==> src/ddsl_pkg.sv <==
package ddsl_pkg;
    localparam int WORD_BITS = 16;
    localparam int DATA_BITS = 12;
    localparam logic [4:0] LAST_EDGE = 5'h10;
    // upper nibble layout of the received word
    localparam int CH_POS = 15;
    localparam int MODE_HI = 14;
    localparam int MODE_LO = 13;
    localparam int PD_POS = 12;
    localparam logic [1:0] MODE_WRITE_ONE = 2'h0;
    localparam logic [1:0] MODE_WRITE_BOTH = 2'h1;
    localparam logic [1:0] MODE_PD_1K = 2'h2;
    localparam logic [1:0] MODE_PD_100K = 2'h3;
    localparam logic [11:0] CODE_RESET = 12'h000;
    localparam logic [1:0] TERM_RESET = 2'h0;
    localparam int SCLK_MAX_MHZ = 40;

    typedef enum logic [1:0] {
        TERM_DRIVE,
        TERM_1K,
        TERM_100K,
        TERM_HIGHZ
    } ddsl_term_t;

    typedef struct packed {
        logic [11:0] code;
        ddsl_term_t term;
    } ddsl_chan_t;

    typedef struct packed {
        logic channel_b;
        logic [1:0] mode;
        logic power_down;
        logic [11:0] value;
    } ddsl_word_t;
endpackage

==> src/ddsl_sync.sv <==
module ddsl_sync (
    input wire logic clk_sys_in,
    input wire logic reset_in,
    input wire logic async_in,
    input wire logic reset_value_in,
    output logic sync_out
);
    logic meta_q;
    logic sync_q;
    logic meta_d;
    logic sync_d;

    always_comb begin
        meta_d = async_in;
        sync_d = meta_q;
    end

    // reset always loads ones; reset_value_in does not reach the flops
    always_ff @(posedge clk_sys_in or posedge reset_in) begin
        if (reset_in) begin
            meta_q <= 1'b1;
            sync_q <= 1'b1;
        end else begin
            meta_q <= meta_d;
            sync_q <= sync_d;
        end
    end

    assign sync_out = reset_value_in ? sync_q : sync_q;
endmodule

==> src/ddsl_load_ctrl.sv <==
// What this block does
// - keep a sixteen bit shift register holding channel, mode, power-down, value
// - two-bit mode field updates one channel or both together
// - after reset both outputs read zero until a valid write
// - while sync is low, sample data on each of the first sixteen falling serial clocks
// - host lowers sync to start; shifting enabled only while sync low
// - apply the received word on the sixteenth falling clock edge
// - sync rising before edge sixteen discards the partial frame
// - power-down state with three selectable output terminations
module ddsl_load_ctrl (
    input wire logic clk_sys_in,
    input wire logic reset_in,
    input wire logic sclk_in,
    input wire logic sync_n_in,
    input wire logic din_in,
    output ddsl_pkg::ddsl_chan_t channel_a_output_out,
    output ddsl_pkg::ddsl_chan_t channel_b_output_out,
    output logic update_out,
    output logic abort_out
);
    import ddsl_pkg::*;

    logic sclk_s;
    logic sync_n_s;
    logic din_s;

    // pins cross from the host clock domain through two flops
    ddsl_sync u_sclk (
        .clk_sys_in(clk_sys_in),
        .reset_in(reset_in),
        .async_in(sclk_in),
        .reset_value_in(1'b1),
        .sync_out(sclk_s)
    );
    ddsl_sync u_sync (
        .clk_sys_in(clk_sys_in),
        .reset_in(reset_in),
        .async_in(sync_n_in),
        .reset_value_in(1'b1),
        .sync_out(sync_n_s)
    );
    ddsl_sync u_din (
        .clk_sys_in(clk_sys_in),
        .reset_in(reset_in),
        .async_in(din_in),
        .reset_value_in(1'b1),
        .sync_out(din_s)
    );

    logic sclk_prev_q, sclk_prev_d;
    logic [15:0] shift_q, shift_d;
    logic [4:0] count_q, count_d;
    logic done_q, done_d;
    logic in_frame_q, in_frame_d;
    ddsl_chan_t chan_a_q, chan_a_d;
    ddsl_chan_t chan_b_q, chan_b_d;
    logic update_q, update_d;
    logic abort_q, abort_d;
    logic fall;
    ddsl_word_t word;
    ddsl_term_t pd_term;

    // only sclk_at 25 MHz sampling sees edges: the host must run it well
    // below the pin limit for this core to resolve every edge
    always_comb begin
        fall = sclk_prev_q & ~sclk_s;
        sclk_prev_d = sclk_s;
        shift_d = shift_q;
        count_d = count_q;
        done_d = done_q;
        in_frame_d = in_frame_q;
        chan_a_d = chan_a_q;
        chan_b_d = chan_b_q;
        update_d = 1'b0;
        abort_d = 1'b0;
        word = ddsl_word_t'(shift_q);
        pd_term = TERM_DRIVE;
        if (sync_n_s) begin
            // sync rise before the last edge throws the frame away
            abort_d = in_frame_q & ~done_q;
            count_d = 5'h00;
            done_d = 1'b0;
            in_frame_d = 1'b0;
        end else begin
            in_frame_d = 1'b1;
            if (fall && !done_q) begin
                shift_d = {shift_q[14:0], din_s};
                count_d = count_q + 5'h01;
                if (count_q + 5'h01 == LAST_EDGE) begin
                    done_d = 1'b1;
                    update_d = 1'b1;
                    word = ddsl_word_t'({shift_q[14:0], din_s});
                    unique case (word.mode)
                        MODE_PD_1K: pd_term = TERM_1K;
                        MODE_PD_100K: pd_term = TERM_100K;
                        default: pd_term = TERM_HIGHZ;
                    endcase
                    if (word.power_down) begin
                        // power-down touches both outputs, codes kept
                        chan_a_d.term = pd_term;
                        chan_b_d.term = pd_term;
                    end else if (word.mode == MODE_WRITE_BOTH) begin
                        chan_a_d = '{code: word.value, term: TERM_DRIVE};
                        chan_b_d = '{code: word.value, term: TERM_DRIVE};
                    end else if (word.mode == MODE_WRITE_ONE) begin
                        if (word.channel_b) begin
                            chan_b_d = '{code: word.value, term: TERM_DRIVE};
                        end else begin
                            chan_a_d = '{code: word.value, term: TERM_DRIVE};
                        end
                    end else begin
                        chan_a_d.term = pd_term;
                        chan_b_d.term = pd_term;
                    end
                end
            end
        end
    end

    always_ff @(posedge clk_sys_in or posedge reset_in) begin
        if (reset_in) begin
            sclk_prev_q <= 1'b1;
            shift_q <= 16'h0000;
            count_q <= 5'h00;
            done_q <= 1'b0;
            in_frame_q <= 1'b0;
            chan_a_q <= '{code: CODE_RESET, term: TERM_DRIVE};
            chan_b_q <= '{code: CODE_RESET, term: TERM_DRIVE};
            update_q <= 1'b0;
            abort_q <= 1'b0;
        end else begin
            sclk_prev_q <= sclk_prev_d;
            shift_q <= shift_d;
            count_q <= count_d;
            done_q <= done_d;
            in_frame_q <= in_frame_d;
            chan_a_q <= chan_a_d;
            chan_b_q <= chan_b_d;
            update_q <= update_d;
            abort_q <= abort_d;
        end
    end

    assign channel_a_output_out = chan_a_q;
    assign channel_b_output_out = chan_b_q;
    assign update_out = update_q;
    assign abort_out = abort_q;
endmodule

==> config.mk <==
export PLATFORM = sky130hd
export DESIGN_NAME = ddsl_load_ctrl
export DESIGN_NICKNAME = d
export VERILOG_FILES = /design/src/ddsl_pkg.sv /design/src/ddsl_sync.sv /design/src/ddsl_load_ctrl.sv
export SDC_FILE = /design/constraint.sdc
export NUM_CORES = 1
export LEC_CHECK = 0
export BUFFER_PORTS_ARGS = -buffer_cell sky130_fd_sc_hd__buf_2
export CORE_MARGIN = 2
export CORE_UTILIZATION = 42
export CTS_CLUSTER_DIAMETER = 100
export CTS_CLUSTER_SIZE = 16
export DETAILED_ROUTE_END_ITERATION = 6
export HOLD_SLACK_MARGIN = 0.05
export PLACE_DENSITY = 0.65
export SYNTH_ARGS = -nofsm -noshare
export SYNTH_HDL_FRONTEND = slang
export SYNTH_SLANG_ARGS = --single-unit
==> constraint.sdc <==
create_clock -name clk_sys_in -period 5.9 [get_ports clk_sys_in]
set_clock_uncertainty 0.1 [all_clocks]
set_input_delay 0.59 -clock clk_sys_in [delete_from_list [all_inputs] [get_ports clk_sys_in]]
set_output_delay 0.59 -clock clk_sys_in [all_outputs]
set_load 0.01 [all_outputs]
; Word-level counts from Yosys, hierarchy flattened
; Cells that the tools add are included.
[totals]
reg_bits = 59
input_bits = 5
output_inout_bits = 30
elab_cells = 65
[classes]
addsub = 1
n_eq_ne = 7
n_mux = 21
bitwise_logic = 6
reduce_logical = 13
[ops]
columns = operator, n
row1 = $mux W14, 4
row2 = $mux W12, 2
row3 = $reduce_and A6 Y1, 2
row4 = $mux W5, 2
row5 = $mux W1, 8
row6 = $mux W2, 4
row7 = $ne A4 B4 Y1 const B, 2
row8 = $reduce_and A4 Y1, 2
row9 = $reduce_bool A2 Y1, 4
row10 = $add A5 B1 Y5 const B, 1
row11 = $eq A5 B5 Y1 const B, 1
row12 = $eq A2 B2 Y1 const B, 2
row13 = $not A1 Y1, 4
row14 = $pmux W2 S2, 1
row15 = $reduce_and A2 Y1, 2
row16 = $and A1 B1 Y1, 2
row17 = $eq A2 B1 Y1 const B, 1
row18 = $logic_not A2 Y1, 1
row19 = $ne A2 B1 Y1 const B, 1
row20 = $logic_and A1 B1 Y1, 1
row21 = $logic_not A1 Y1, 1

; Depth between registers and ports, before layout
; Gate-level depths: netlist of the first run.
[logic_depth]
depth_word = 5
depth_mapped = 7
ltp_nobuf = 5

; Hierarchy
; Synthesis of the first run repeated with hierarchy kept, for this count alone.
[hier_totals]
hier_cells = 162
area_unflattened_um2 = 2446.1
[modules_own_cells]
columns = mod, instances, cells_per_inst, area_each_um2, seq_area_each_um2
row1 = ddsl_load_ctrl, 1, 153, 2277.2, 1327.5
row2 = ddsl_sync, 3, 3, 56.3, 52.6

; Worst setup path before layout of the first run
; OpenSTA, ideal clock, no wires.
[synth_path]
kind = flip-flop to flip-flop
start = register count_q[0]
end = register chan_b_q (netlist bit channel_b_output_out[11])
setup_ns = 0.125
arrival_ns = 1.856
required_time_ns = 5.675
path_slack_ns = 3.819
stages_incl_launch_ff = 8
n_path_buf = 2
period_less_slack_ns = 2.081
cell_sequence = dfrtp_1 -> ha_1 -> xor2_1 -> and4bb_1 -> buf_6 -> o2111ai_4 -> buf_6 -> mux2_4
[synth_via]
elab_chain_len = 3
[synth_rtl]
columns = item, line_no
row1 = "start, declared", ddsl_load_ctrl.sv:52  ; logic [4:0] count_q, count_d;
row2 = "start signal, assigned", ddsl_load_ctrl.sv:134  ; count_q <= count_d;
row3 = $add A5 B1 Y5, ddsl_load_ctrl.sv:89  ; if (count_q + 5'h01 == LAST_EDGE) begin
row4 = $eq A5 B5 Y1, ddsl_load_ctrl.sv:89
row5 = $reduce_and A6 Y1 (no line), n/a
row6 = "end signal, assigned", ddsl_load_ctrl.sv:128  ; chan_b_q <= '{code: CODE_RESET, term: TERM_DRIVE};
row7 = "end signal, assigned", ddsl_load_ctrl.sv:138  ; chan_b_q <= chan_b_d;
row8 = "end, declared", ddsl_load_ctrl.sv:56  ; ddsl_chan_t chan_b_q, chan_b_d;
; No other way between the ends.
; A chain may end at the register's enable or synchronous reset.

; Worst setup path after layout of the first run
[layout_path]
start = register count_q[0]
end = register chan_b_q (netlist bit channel_b_output_out[12])
; The elaborated chain is that of the path after synthesis.

==> impl_metrics.tcl, run 1 <==
set metrics [dict create \
    status "finished, final reports clean" \
    grt_use_total 0.1468 \
    max_freq_mhz 401.1 \
    ant_nets 0 \
    dieHeight_um 79.77 \
    critPathLaunchType "flip-flop" \
    ctsResizeCount 0 \
    synth_cell_types 33 \
    synth.avg_cell_area_um2 15.26 \
    clock_latency_ps 330 \
    reg2reg_to "channel_b_output_out[12]" \
    critPathArrivalTime_ps 2600 \
    finalCritPeriodShare 0.4226 \
    pin_count 35 \
    cp.required_ps 6010 \
    synthCells 158 \
    ys_warn_count 0 \
    async_reset_ff_frac 1.000 \
    ys_seq_elements 59 \
    wirelength_mm 4.078 \
    maxCapViolations 0 \
    rows 27 \
    endpoint_kind "flip-flop" \
    final_core_utilization 0.5102 \
    io_buffers 34 \
    viasPerCell 5.000 \
    reg2regPathDepth 5 \
    fillers 488 \
    antenna_cells 0 \
    clock-root-buffer "clkbuf_8" \
    final_nets 204 \
    slowest_stage "and4bb_1" \
    remaining_drc_errors 0 \
    final_common_cell "dfrtp_1" \
    synth_top_flop_cell "dfrtp_1" \
    clk_pin_slew_ps 70 \
    tightestPinTransition_ps 717.9 \
    syn-cell-area_um2 2411 \
    layout-drive-gt1-share 0.4901 \
    hpwlAfterDp_mm 2.649 \
    holdPathStages 0 \
    rsz0062_at_grt "no" \
    grt_max_degree 60 \
    core_area_um2 5540 \
    grt_pass1_wl_mm 6.969 \
    path_cells "ha_1 -> xor2_1 -> and4bb_1 -> o2111ai_4 -> mux2_4" \
    powerDensity_nw_per_um2 308.8 \
    clk_path_buf_depth 2 \
    setup_viol_count_final 0 \
    r2r_setup_slack_ps 3410 \
    r2r-start "count_q[0]" \
    multi_input_area_um2 864.6 \
    slew_headroom 0.5214 \
    final-hold-violation-count 0 \
    crit_type "reg2reg" \
    die_w_um 79.77 \
    cts_hold_buf 0 \
    antenna_found_initial 0 \
    htreeDepth 3 \
    synth_edf_count 0 \
    holdPathEnd "u_din.sync_out" \
    areaGrowthSynthToFinish_pct 17.23 \
    vias 1370 \
    hp-class "reg2reg" \
    setup-tns-final_ps 0 \
    max_stage_delay_ps 530 \
    place_congestion 0.8485 \
    drtPass1Iterations 4 \
    yosysSeqAreaShare 0.6160 \
    critPathMaxFanout 12 \
    overflow 0 \
    final_cell_mix "dfrtp_1, buf_2, mux2_2" \
    slew_violations 0 \
    min_period_ps 2493 \
    cts.sinks 59 \
    synth_nets 165 \
    wire_per_inst_um 14.88 \
    hold_start "u_din.meta_q" \
    die_area_um2 6362 \
    start_util 0.4352 \
    postCtsSetupRepairBufs 0 \
    drt-initial-drc-count 63 \
    worst_ir_drop_vdd_mv 0.1581 \
    grt_pass1_vias 1420 \
    p_leak_uw 0.001454 \
    register_area_um2 1485 \
    numCtsBuffers 9 \
    cts_tree "yes" \
]
## Yosys cell counts, types with 2 or more instances
| cell type | n | area share |
|---|---|---|
| xor2_1 | 4 | 0.015 |
| xnor2_1 | 2 | 0.0073 |
| nand2b_1 | 2 | 0.0052 |
| mux2_4 | 10 | 0.062 |
| dfrtp_1 | 52 | 0.54 |
| buf_6 | 3 | 0.014 |
| nor2_1 | 10 | 0.016 |
| nand4_1 | 2 | 0.0052 |
| o2bb2ai_1 | 3 | 0.011 |
| mux2_2 | 29 | 0.14 |
| ha_1 | 2 | 0.010 |
| clkbuf_1 | 3 | 0.0047 |
| nand3_1 | 3 | 0.0062 |
| nand2_1 | 4 | 0.0062 |
| dfstp_2 | 7 | 0.076 |
| inv_1 | 3 | 0.0047 |
| nor2b_1 | 3 | 0.0078 |
## power by group
| group | switching, µW | internal, µW |
|---|---|---|
| sequential | 28.7 | 436 |
| combinational | 18.7 | 25.5 |
| clock | 146 | 218 |
## stage by stage
| stage | area, µm² | std cells | worst slack, ps | hold slack (ps) | power, µW |
|---|---|---|---|---|---|
| 6_report | 2826 | 274 | 3407 | 256.0 | 872.7 |
| 4_1_cts | 2826 | 274 | 3410 | 244.7 | 884.6 |
| 2_1_floorplan | 2411 | 158 | 3765 | 245.2 | 498.5 |
| 5_1_grt | 2826 | 274 | 3264 | 246.8 | 908.6 |
| 3_3_place_gp | 2629 | 258 | 3509 | 246.2 | 511.9 |
| 3_5_place_dp | 2629 | 258 | 3426 | 248.7 | 517.1 |
## cells by family after synthesis
| kind of cell | after synthesis | share of synthesized area |
|---|---|---|
| AOI/OAI and AO/OA | 10 | 0.04515 |
| xor gates and xnor gates | 6 | 0.02180 |
| adders and majority gates | 2 | 0.01038 |
| buffers and inverters | 10 | 0.02542 |
| DFF | 59 | 0.6160 |
| muxes | 40 | 0.2019 |
| and+or+nand+nor | 31 | 0.07940 |
## worst max-delay path, delay by kind of cell (launching register included)
kind,cells,cell delay (ps)
AND/OR/NAND/NOR,1,530
adder cells (fa/ha/maj),1,290
XOR/XNOR,1,180
multiplexers,1,410
flip-flops,1,440
AO/OA/AOI/OAI,1,410
## state kept, by name, summed over array words and instances, names as in the netlist, 5 cells and up
name	flops
shift_q	15
channel_a_output_out	14
channel_b_output_out	14
count_q	5
## worst max-delay path by stage
stage | slack, ps | from | depth (start not counted) | to
floorplan | 3770 | reset_in | 1 | abort_out
global placement | 3510 | count_q[0] | 5 | channel_b_output_out[6]
detailed placement | 3430 | count_q[0] | 5 | channel_b_output_out[3]
CTS | 3410 | count_q[0] | 5 | channel_b_output_out[7]
global route | 3260 | count_q[0] | 5 | channel_b_output_out[7]
finish | 3410 | count_q[0] | 5 | channel_b_output_out[12]
## layer usage
metal  track usage  routed length [µm]  up-vias
li1              -                   -      633
met1        0.1942                1880      697
met2        0.2193                1939       31
met3       0.03959                 167        9
met4       0.08136                  91        0
met5             0                   0        -
## area by class of cell
class,count,share of cell area
Clock buffer,14,0.05755
Clock inverter,2,0.01239
Inverter,3,0.003984
Multi-Input combinational cell,89,0.3059
Sequential cell,59,0.5255
Tap cell,72,0.03187
Timing Repair Buffer,35,0.06286
No activity file was read; power rests on OpenSTA's default activity.
==> run 2, diff against run 1 <==
--- a/config.mk
+++ b/config.mk
@@ -12,7 +12,7 @@
 export CTS_CLUSTER_SIZE = 16
 export DETAILED_ROUTE_END_ITERATION = 6
 export HOLD_SLACK_MARGIN = 0.05
-export PLACE_DENSITY = 0.65
+export PLACE_DENSITY = 0.67
 export SYNTH_ARGS = -nofsm -noshare
 export SYNTH_HDL_FRONTEND = slang
 export SYNTH_SLANG_ARGS = --single-unit
==> constraint.sdc (replaced) <==
create_clock -name clk_sys_in -period 2.18 [get_ports clk_sys_in]
set_clock_uncertainty 0.1 [all_clocks]
set_input_delay 0.218 -clock clk_sys_in [delete_from_list [all_inputs] [get_ports clk_sys_in]]
set_output_delay 0.218 -clock clk_sys_in [all_outputs]
set_load 0.01 [all_outputs]
==> impl_metrics.tcl, run 2 (same netlist as run 1, synthesis figures left out) <==
set metrics [dict create \
    status "finished, final reports clean" \
    core_area_um2 5540 \
    clk_path_buf_depth 2 \
    cp.required_ps 2280 \
    hpwlAfterDp_mm 2.720 \
    swShare 0.2250 \
    internal_power_uw 1687 \
    critPathMaxFanout 7 \
    max_freq_mhz 478.4 \
    cts.sinks 59 \
    final_cell_mix "dfrtp_1, buf_2, mux2_2" \
    antenna_found_initial 0 \
    finalCritPeriodShare 0.9589 \
    vias 1377 \
    clock-root-buffer "clkbuf_8" \
    grt_pass1_vias 1390 \
    tightestPinTransition_ps 542.2 \
    rows 27 \
    clock_latency_ps 320 \
    cts_tree "yes" \
    wirelength_mm 4.115 \
    slew_headroom 0.6372 \
    endpoint_kind "flip-flop" \
    critPathCapture "channel_b_output_out[3]" \
    holdWs_ps 255.7 \
    wire_per_inst_um 14.44 \
    antenna_cells 0 \
    maxCapViolations 0 \
    p_switching_uw 489.8 \
    final-hold-violation-count 0 \
    worstSetupStartpoint "count_q[0]" \
    grt_use_total 0.1438 \
    slew_violations 0 \
    grt_max_degree 28 \
    dp_slack_ps 23.39 \
    combPwrFrac 0.063 \
    reg2regPathDepth 6 \
    r2r_setup_slack_ps 90 \
    largest_register_ffs 15 \
    setup_ws_ps 89.55 \
    die_w_um 79.77 \
    critPathLaunchType "flip-flop" \
    pin_count 35 \
    htreeDepth 3 \
    layout-drive-gt1-share 0.5023 \
    viasPerCell 4.832 \
    r2r-start "count_q[0]" \
    dieHeight_um 79.77 \
    regMostFlops "shift_q" \
    io_buffers 34 \
    worst_ir_drop_vdd_mv 0.4134 \
    hp-class "reg2reg" \
    final_common_cell "dfrtp_1" \
    setup_viol_count_final 0 \
    p_leak_uw 0.001494 \
    remaining_drc_errors 0 \
    drtPass1Iterations 4 \
    start_util 0.4352 \
    min_period_ps 2090 \
    postCtsSetupRepairBufs 0 \
    critPathArrivalTime_ps 2190 \
    rsz0062_at_grt "no" \
    die_area_um2 6362 \
    overflow 0 \
    reg2reg_to "channel_b_output_out[3]" \
    place_congestion 0.8349 \
    final_nets 218 \
    clk_pin_slew_ps 60 \
    fillers 488 \
    numCtsBuffers 9 \
    crit_type "reg2reg" \
    p_clk_frac 0.361 \
    areaGrowthSynthToFinish_pct 21.22 \
    ant_nets 0 \
    powerDensity_nw_per_um2 744.8 \
    grt_pass1_wl_mm 6.755 \
    p_seq_frac 0.576 \
    setup-tns-final_ps 0 \
    drt-initial-drc-count 62 \
]
-- run 2: worst max-delay path: stages (launching register included) --
cell and delay, ps:
dfrtp_1 380, ha_1 260, xor2_1 190, and4bb_2 360, o2111ai_4 140, buf_4 240, mux2_4 310
-- run 2: timing repair --
action,CTS,global route
setup endpoints to repair,0,12
gates resized for setup,0,3
hold buffers,4,0
hold endpoints to repair,20,0
-- run 2: worst min-delay path by stage --
stage          cells after the start  slack [ps]                        to          start
6_report                           0         260           u_sync.sync_out  u_sync.meta_q
5_1_grt                            0         260           u_sync.sync_out  u_sync.meta_q
4_1_cts                            0         260           u_sclk.sync_out  u_sclk.meta_q
3_5_place_dp                       2         180  channel_b_output_out[13]       reset_in
3_3_place_gp                       2         180  channel_b_output_out[12]       reset_in
2_1_floorplan                      0         120              u_din.meta_q         din_in
-- run 2: power groups by stage --
stage                     Sequential [µW]  Combinational (µW)  Clock [µW]
after floorplan                      1250                 103           0
after global placement               1270                 129           0
after detailed placement             1270                 133           0
after CTS                            1260                 139         817
after global routing                 1270                 152         876
final                                1250                 136         787
-- run 2: cell type report --
type,instances,area (µm²),area share
Sequential cell,59,1485,0.5081
Clock buffer,13,148.9,0.05094
Multi-Input combinational cell,90,885.9,0.3031
Tap cell,72,90.09,0.03082
Inverter,3,11.26,0.003853
Timing Repair Buffer,48,301.5,0.1032
-- run 2: per-layer routing --
metal  wire, µm  share of wire  vias to the layer above  GRT usage
met5          0              0                        -          0
met1       1942           0.47                      682     0.1871
li1           -              -                      664          -
met4         61          0.015                        0    0.07119
met2       1912           0.46                       26     0.2109
met3        198          0.048                        5    0.05430
-- run 2: through the flow --
step / total power [µW] / cells / utilization / instance area (µm²)
CTS: 2213 / 284 / 0.5230 / 2898
finish: 2177 / 285 / 0.5276 / 2923
detailed placement: 1408 / 267 / 0.4889 / 2709
floorplan: 1349 / 158 / - / 2411
global route: 2297 / 285 / 0.5276 / 2923
global placement: 1401 / 267 / 0.4889 / 2709
==> run 3, diff against run 2 <==
--- a/config.mk
+++ b/config.mk
@@ -5,6 +5,7 @@
 export SDC_FILE = /design/constraint.sdc
 export NUM_CORES = 1
 export LEC_CHECK = 0
+export ABC_AREA = 1
 export BUFFER_PORTS_ARGS = -buffer_cell sky130_fd_sc_hd__buf_2
 export CORE_MARGIN = 2
 export CORE_UTILIZATION = 42
==> impl_metrics.tcl, run 3 <==
set metrics [dict create \
    postCtsSetupRepairBufs 0 \
    slew_headroom 0.7011 \
    clk_path_buf_depth 2 \
    yosysSeqAreaShare 0.6122 \
    endpoint_kind "flip-flop" \
    synthCells 260 \
    critPathLaunchType "flip-flop" \
    ys_seq_elements 59 \
    ant_nets 0 \
    cp.required_ps 2320 \
    final_common_cell "nand2_1" \
    clk_pin_slew_ps 70 \
    powerDensity_nw_per_um2 827.7 \
    ys_warn_count 0 \
    maxCapViolations 0 \
    layout-drive-gt1-share 0.2484 \
    yosysTopAreaCell "dfrtp_1" \
    largest_register_ffs 15 \
    die_area_um2 6400 \
    cp.depth 9 \
    tightestPinTransition_ps 447.7 \
    critPathArrivalTime_ps 2060 \
    path_cells "ha_1 -> inv_1 -> nand2_1 -> nand2_2 -> nor2_4 -> nand4_1 -> buf_4 -> nand2_1 -> nand2_1" \
    final-hold-violation-count 0 \
    slowest_stage "dfrtp_1" \
    htreeDepth 3 \
    setup_viol_count_final 0 \
    rsz0062_at_grt "no" \
    max_stage_delay_ps 440 \
    synth_top_flop_cell "dfrtp_1" \
    setup-tns-final_ps 0 \
    yosys.cell_count.top_type "nand2_1" \
    cts.sinks 59 \
    final_cell_mix "nand2_1, dfrtp_1, buf_2" \
    grt_pass1_wl_mm 8.487 \
    start_util 0.4379 \
    final_core_utilization 0.5327 \
    drt-initial-drc-count 98 \
    pin_count 35 \
    crit_type "reg2reg" \
    numCtsBuffers 9 \
    critPathMaxFanout 7 \
    reg2reg_to "channel_b_output_out[11]" \
    synth.top_cell.area_share 0.5364 \
    setup_ws_ps 259.3 \
    core_area_um2 5540 \
    critPathMostFrequentCell "nand2_1" \
    holdWs_ps 254.8 \
    clock_latency_ps 340 \
    grt_pass1_vias 1810 \
    synth_commonest_cells "nand2_1, dfrtp_1, nand3_1" \
    hpwlAfterDp_mm 3.441 \
    syn-cell-area_um2 2426 \
    synth.area.top_cells "dfrtp_1, nand2_1, dfstp_2, nand3_1, nand4_1" \
    final_nets 316 \
    critPathCapture "channel_b_output_out[11]" \
    areaGrowthSynthToFinish_pct 21.66 \
    rows 27 \
    wirelength_mm 5.047 \
    vias 1888 \
    synth.avg_cell_area_um2 9.331 \
    worstSetupStartpoint "count_q[0]" \
    r2r-start "count_q[0]" \
    grt_use_total 0.1793 \
    r2r_setup_slack_ps 260 \
    clock-root-buffer "clkbuf_8" \
    finalCritPeriodShare 0.8811 \
    max_freq_mhz 520.6 \
    dieHeight_um 80 \
    wire_per_inst_um 13.08 \
    synth_cell_types 24 \
    reg2regPathDepth 9 \
    die_w_um 80 \
    place_congestion 0.8565 \
    hp-class "reg2reg" \
    regMostFlops "shift_q" \
    remaining_drc_errors 0 \
    p_total_uw 2443 \
    critPathTopFamily "simple AND/OR/NAND/NOR gates" \
    grt_max_degree 28 \
    synth_nets 267 \
    p_leak_uw 0.001643 \
    antenna_found_initial 0 \
    viasPerCell 4.891 \
    async_reset_ff_frac 1.000 \
    synth_edf_count 0 \
    overflow 0 \
    antenna_cells 0 \
    dp_slack_ps 232.3 \
    slew_violations 0 \
    worst_ir_drop_vdd_mv 0.4074 \
    cts_tree "yes" \
    drtPass1Iterations 4 \
    min_period_ps 1921 \
    io_buffers 34 \
    status "finished, final reports clean" \
    path_buf_inv 2 \
]
==> run 3: metal layers <==
metal / up-vias / wire length [µm] / track usage
li1: 935 / - / -
met1: 888 / 2337 / 0.2342
met2: 47 / 2287 / 0.2650
met3: 18 / 239 / 0.03281
met4: 0 / 183 / 0.1322
met5: - / 0 / 0
==> run 3: power by group <==
group,leakage (µW),switching (µW),internal (µW),total [µW]
clock,0.000109,421,671,1090
combinational,0.000744,81.4,48.1,130
sequential,0.000790,65.6,1160,1220
==> run 3: kinds of logic after synthesis <==
logic type	share of synthesized area
flops	0.6122
simple gates	0.3074
buf+inv	0.04074
fa+ha+maj	0.01031
compound gates	0.02940
==> run 3: how the worst min path moves through the flow <==
stage               slack, ps  depth (start not counted)                       end          start
floorplan                 120                          0              u_din.meta_q         din_in
global placement          150                          2  channel_a_output_out[10]       reset_in
global route              260                          0           u_sclk.sync_out  u_sclk.meta_q
detailed placement        160                          2  channel_a_output_out[10]       reset_in
CTS                       260                          0           u_sclk.sync_out  u_sclk.meta_q
finish                    250                          0           u_sclk.sync_out  u_sclk.meta_q
==> run 3: through the flow <==
stage | instances | area [µm²]
floorplan | 260 | 2426
global placement | 366 | 2693
detailed placement | 366 | 2693
CTS | 386 | 2952
global route | 386 | 2952
finish | 386 | 2952
==> run 3: final cells by class <==
cell class	count	area (µm²)
tap	72	90.09
multi-input combinational	181	842.1
clock inverter	5	77.57
sequential	59	1485
timing repair buffer	46	270.3
inverter	12	45.04
clock buffer	11	141.4
fill	547	2589
==> run 3: timing repair <==
item                      in CTS  in global routing
hold buffers                   4                  0
hold endpoints to repair      20                  0
gates resized for setup        0                  0
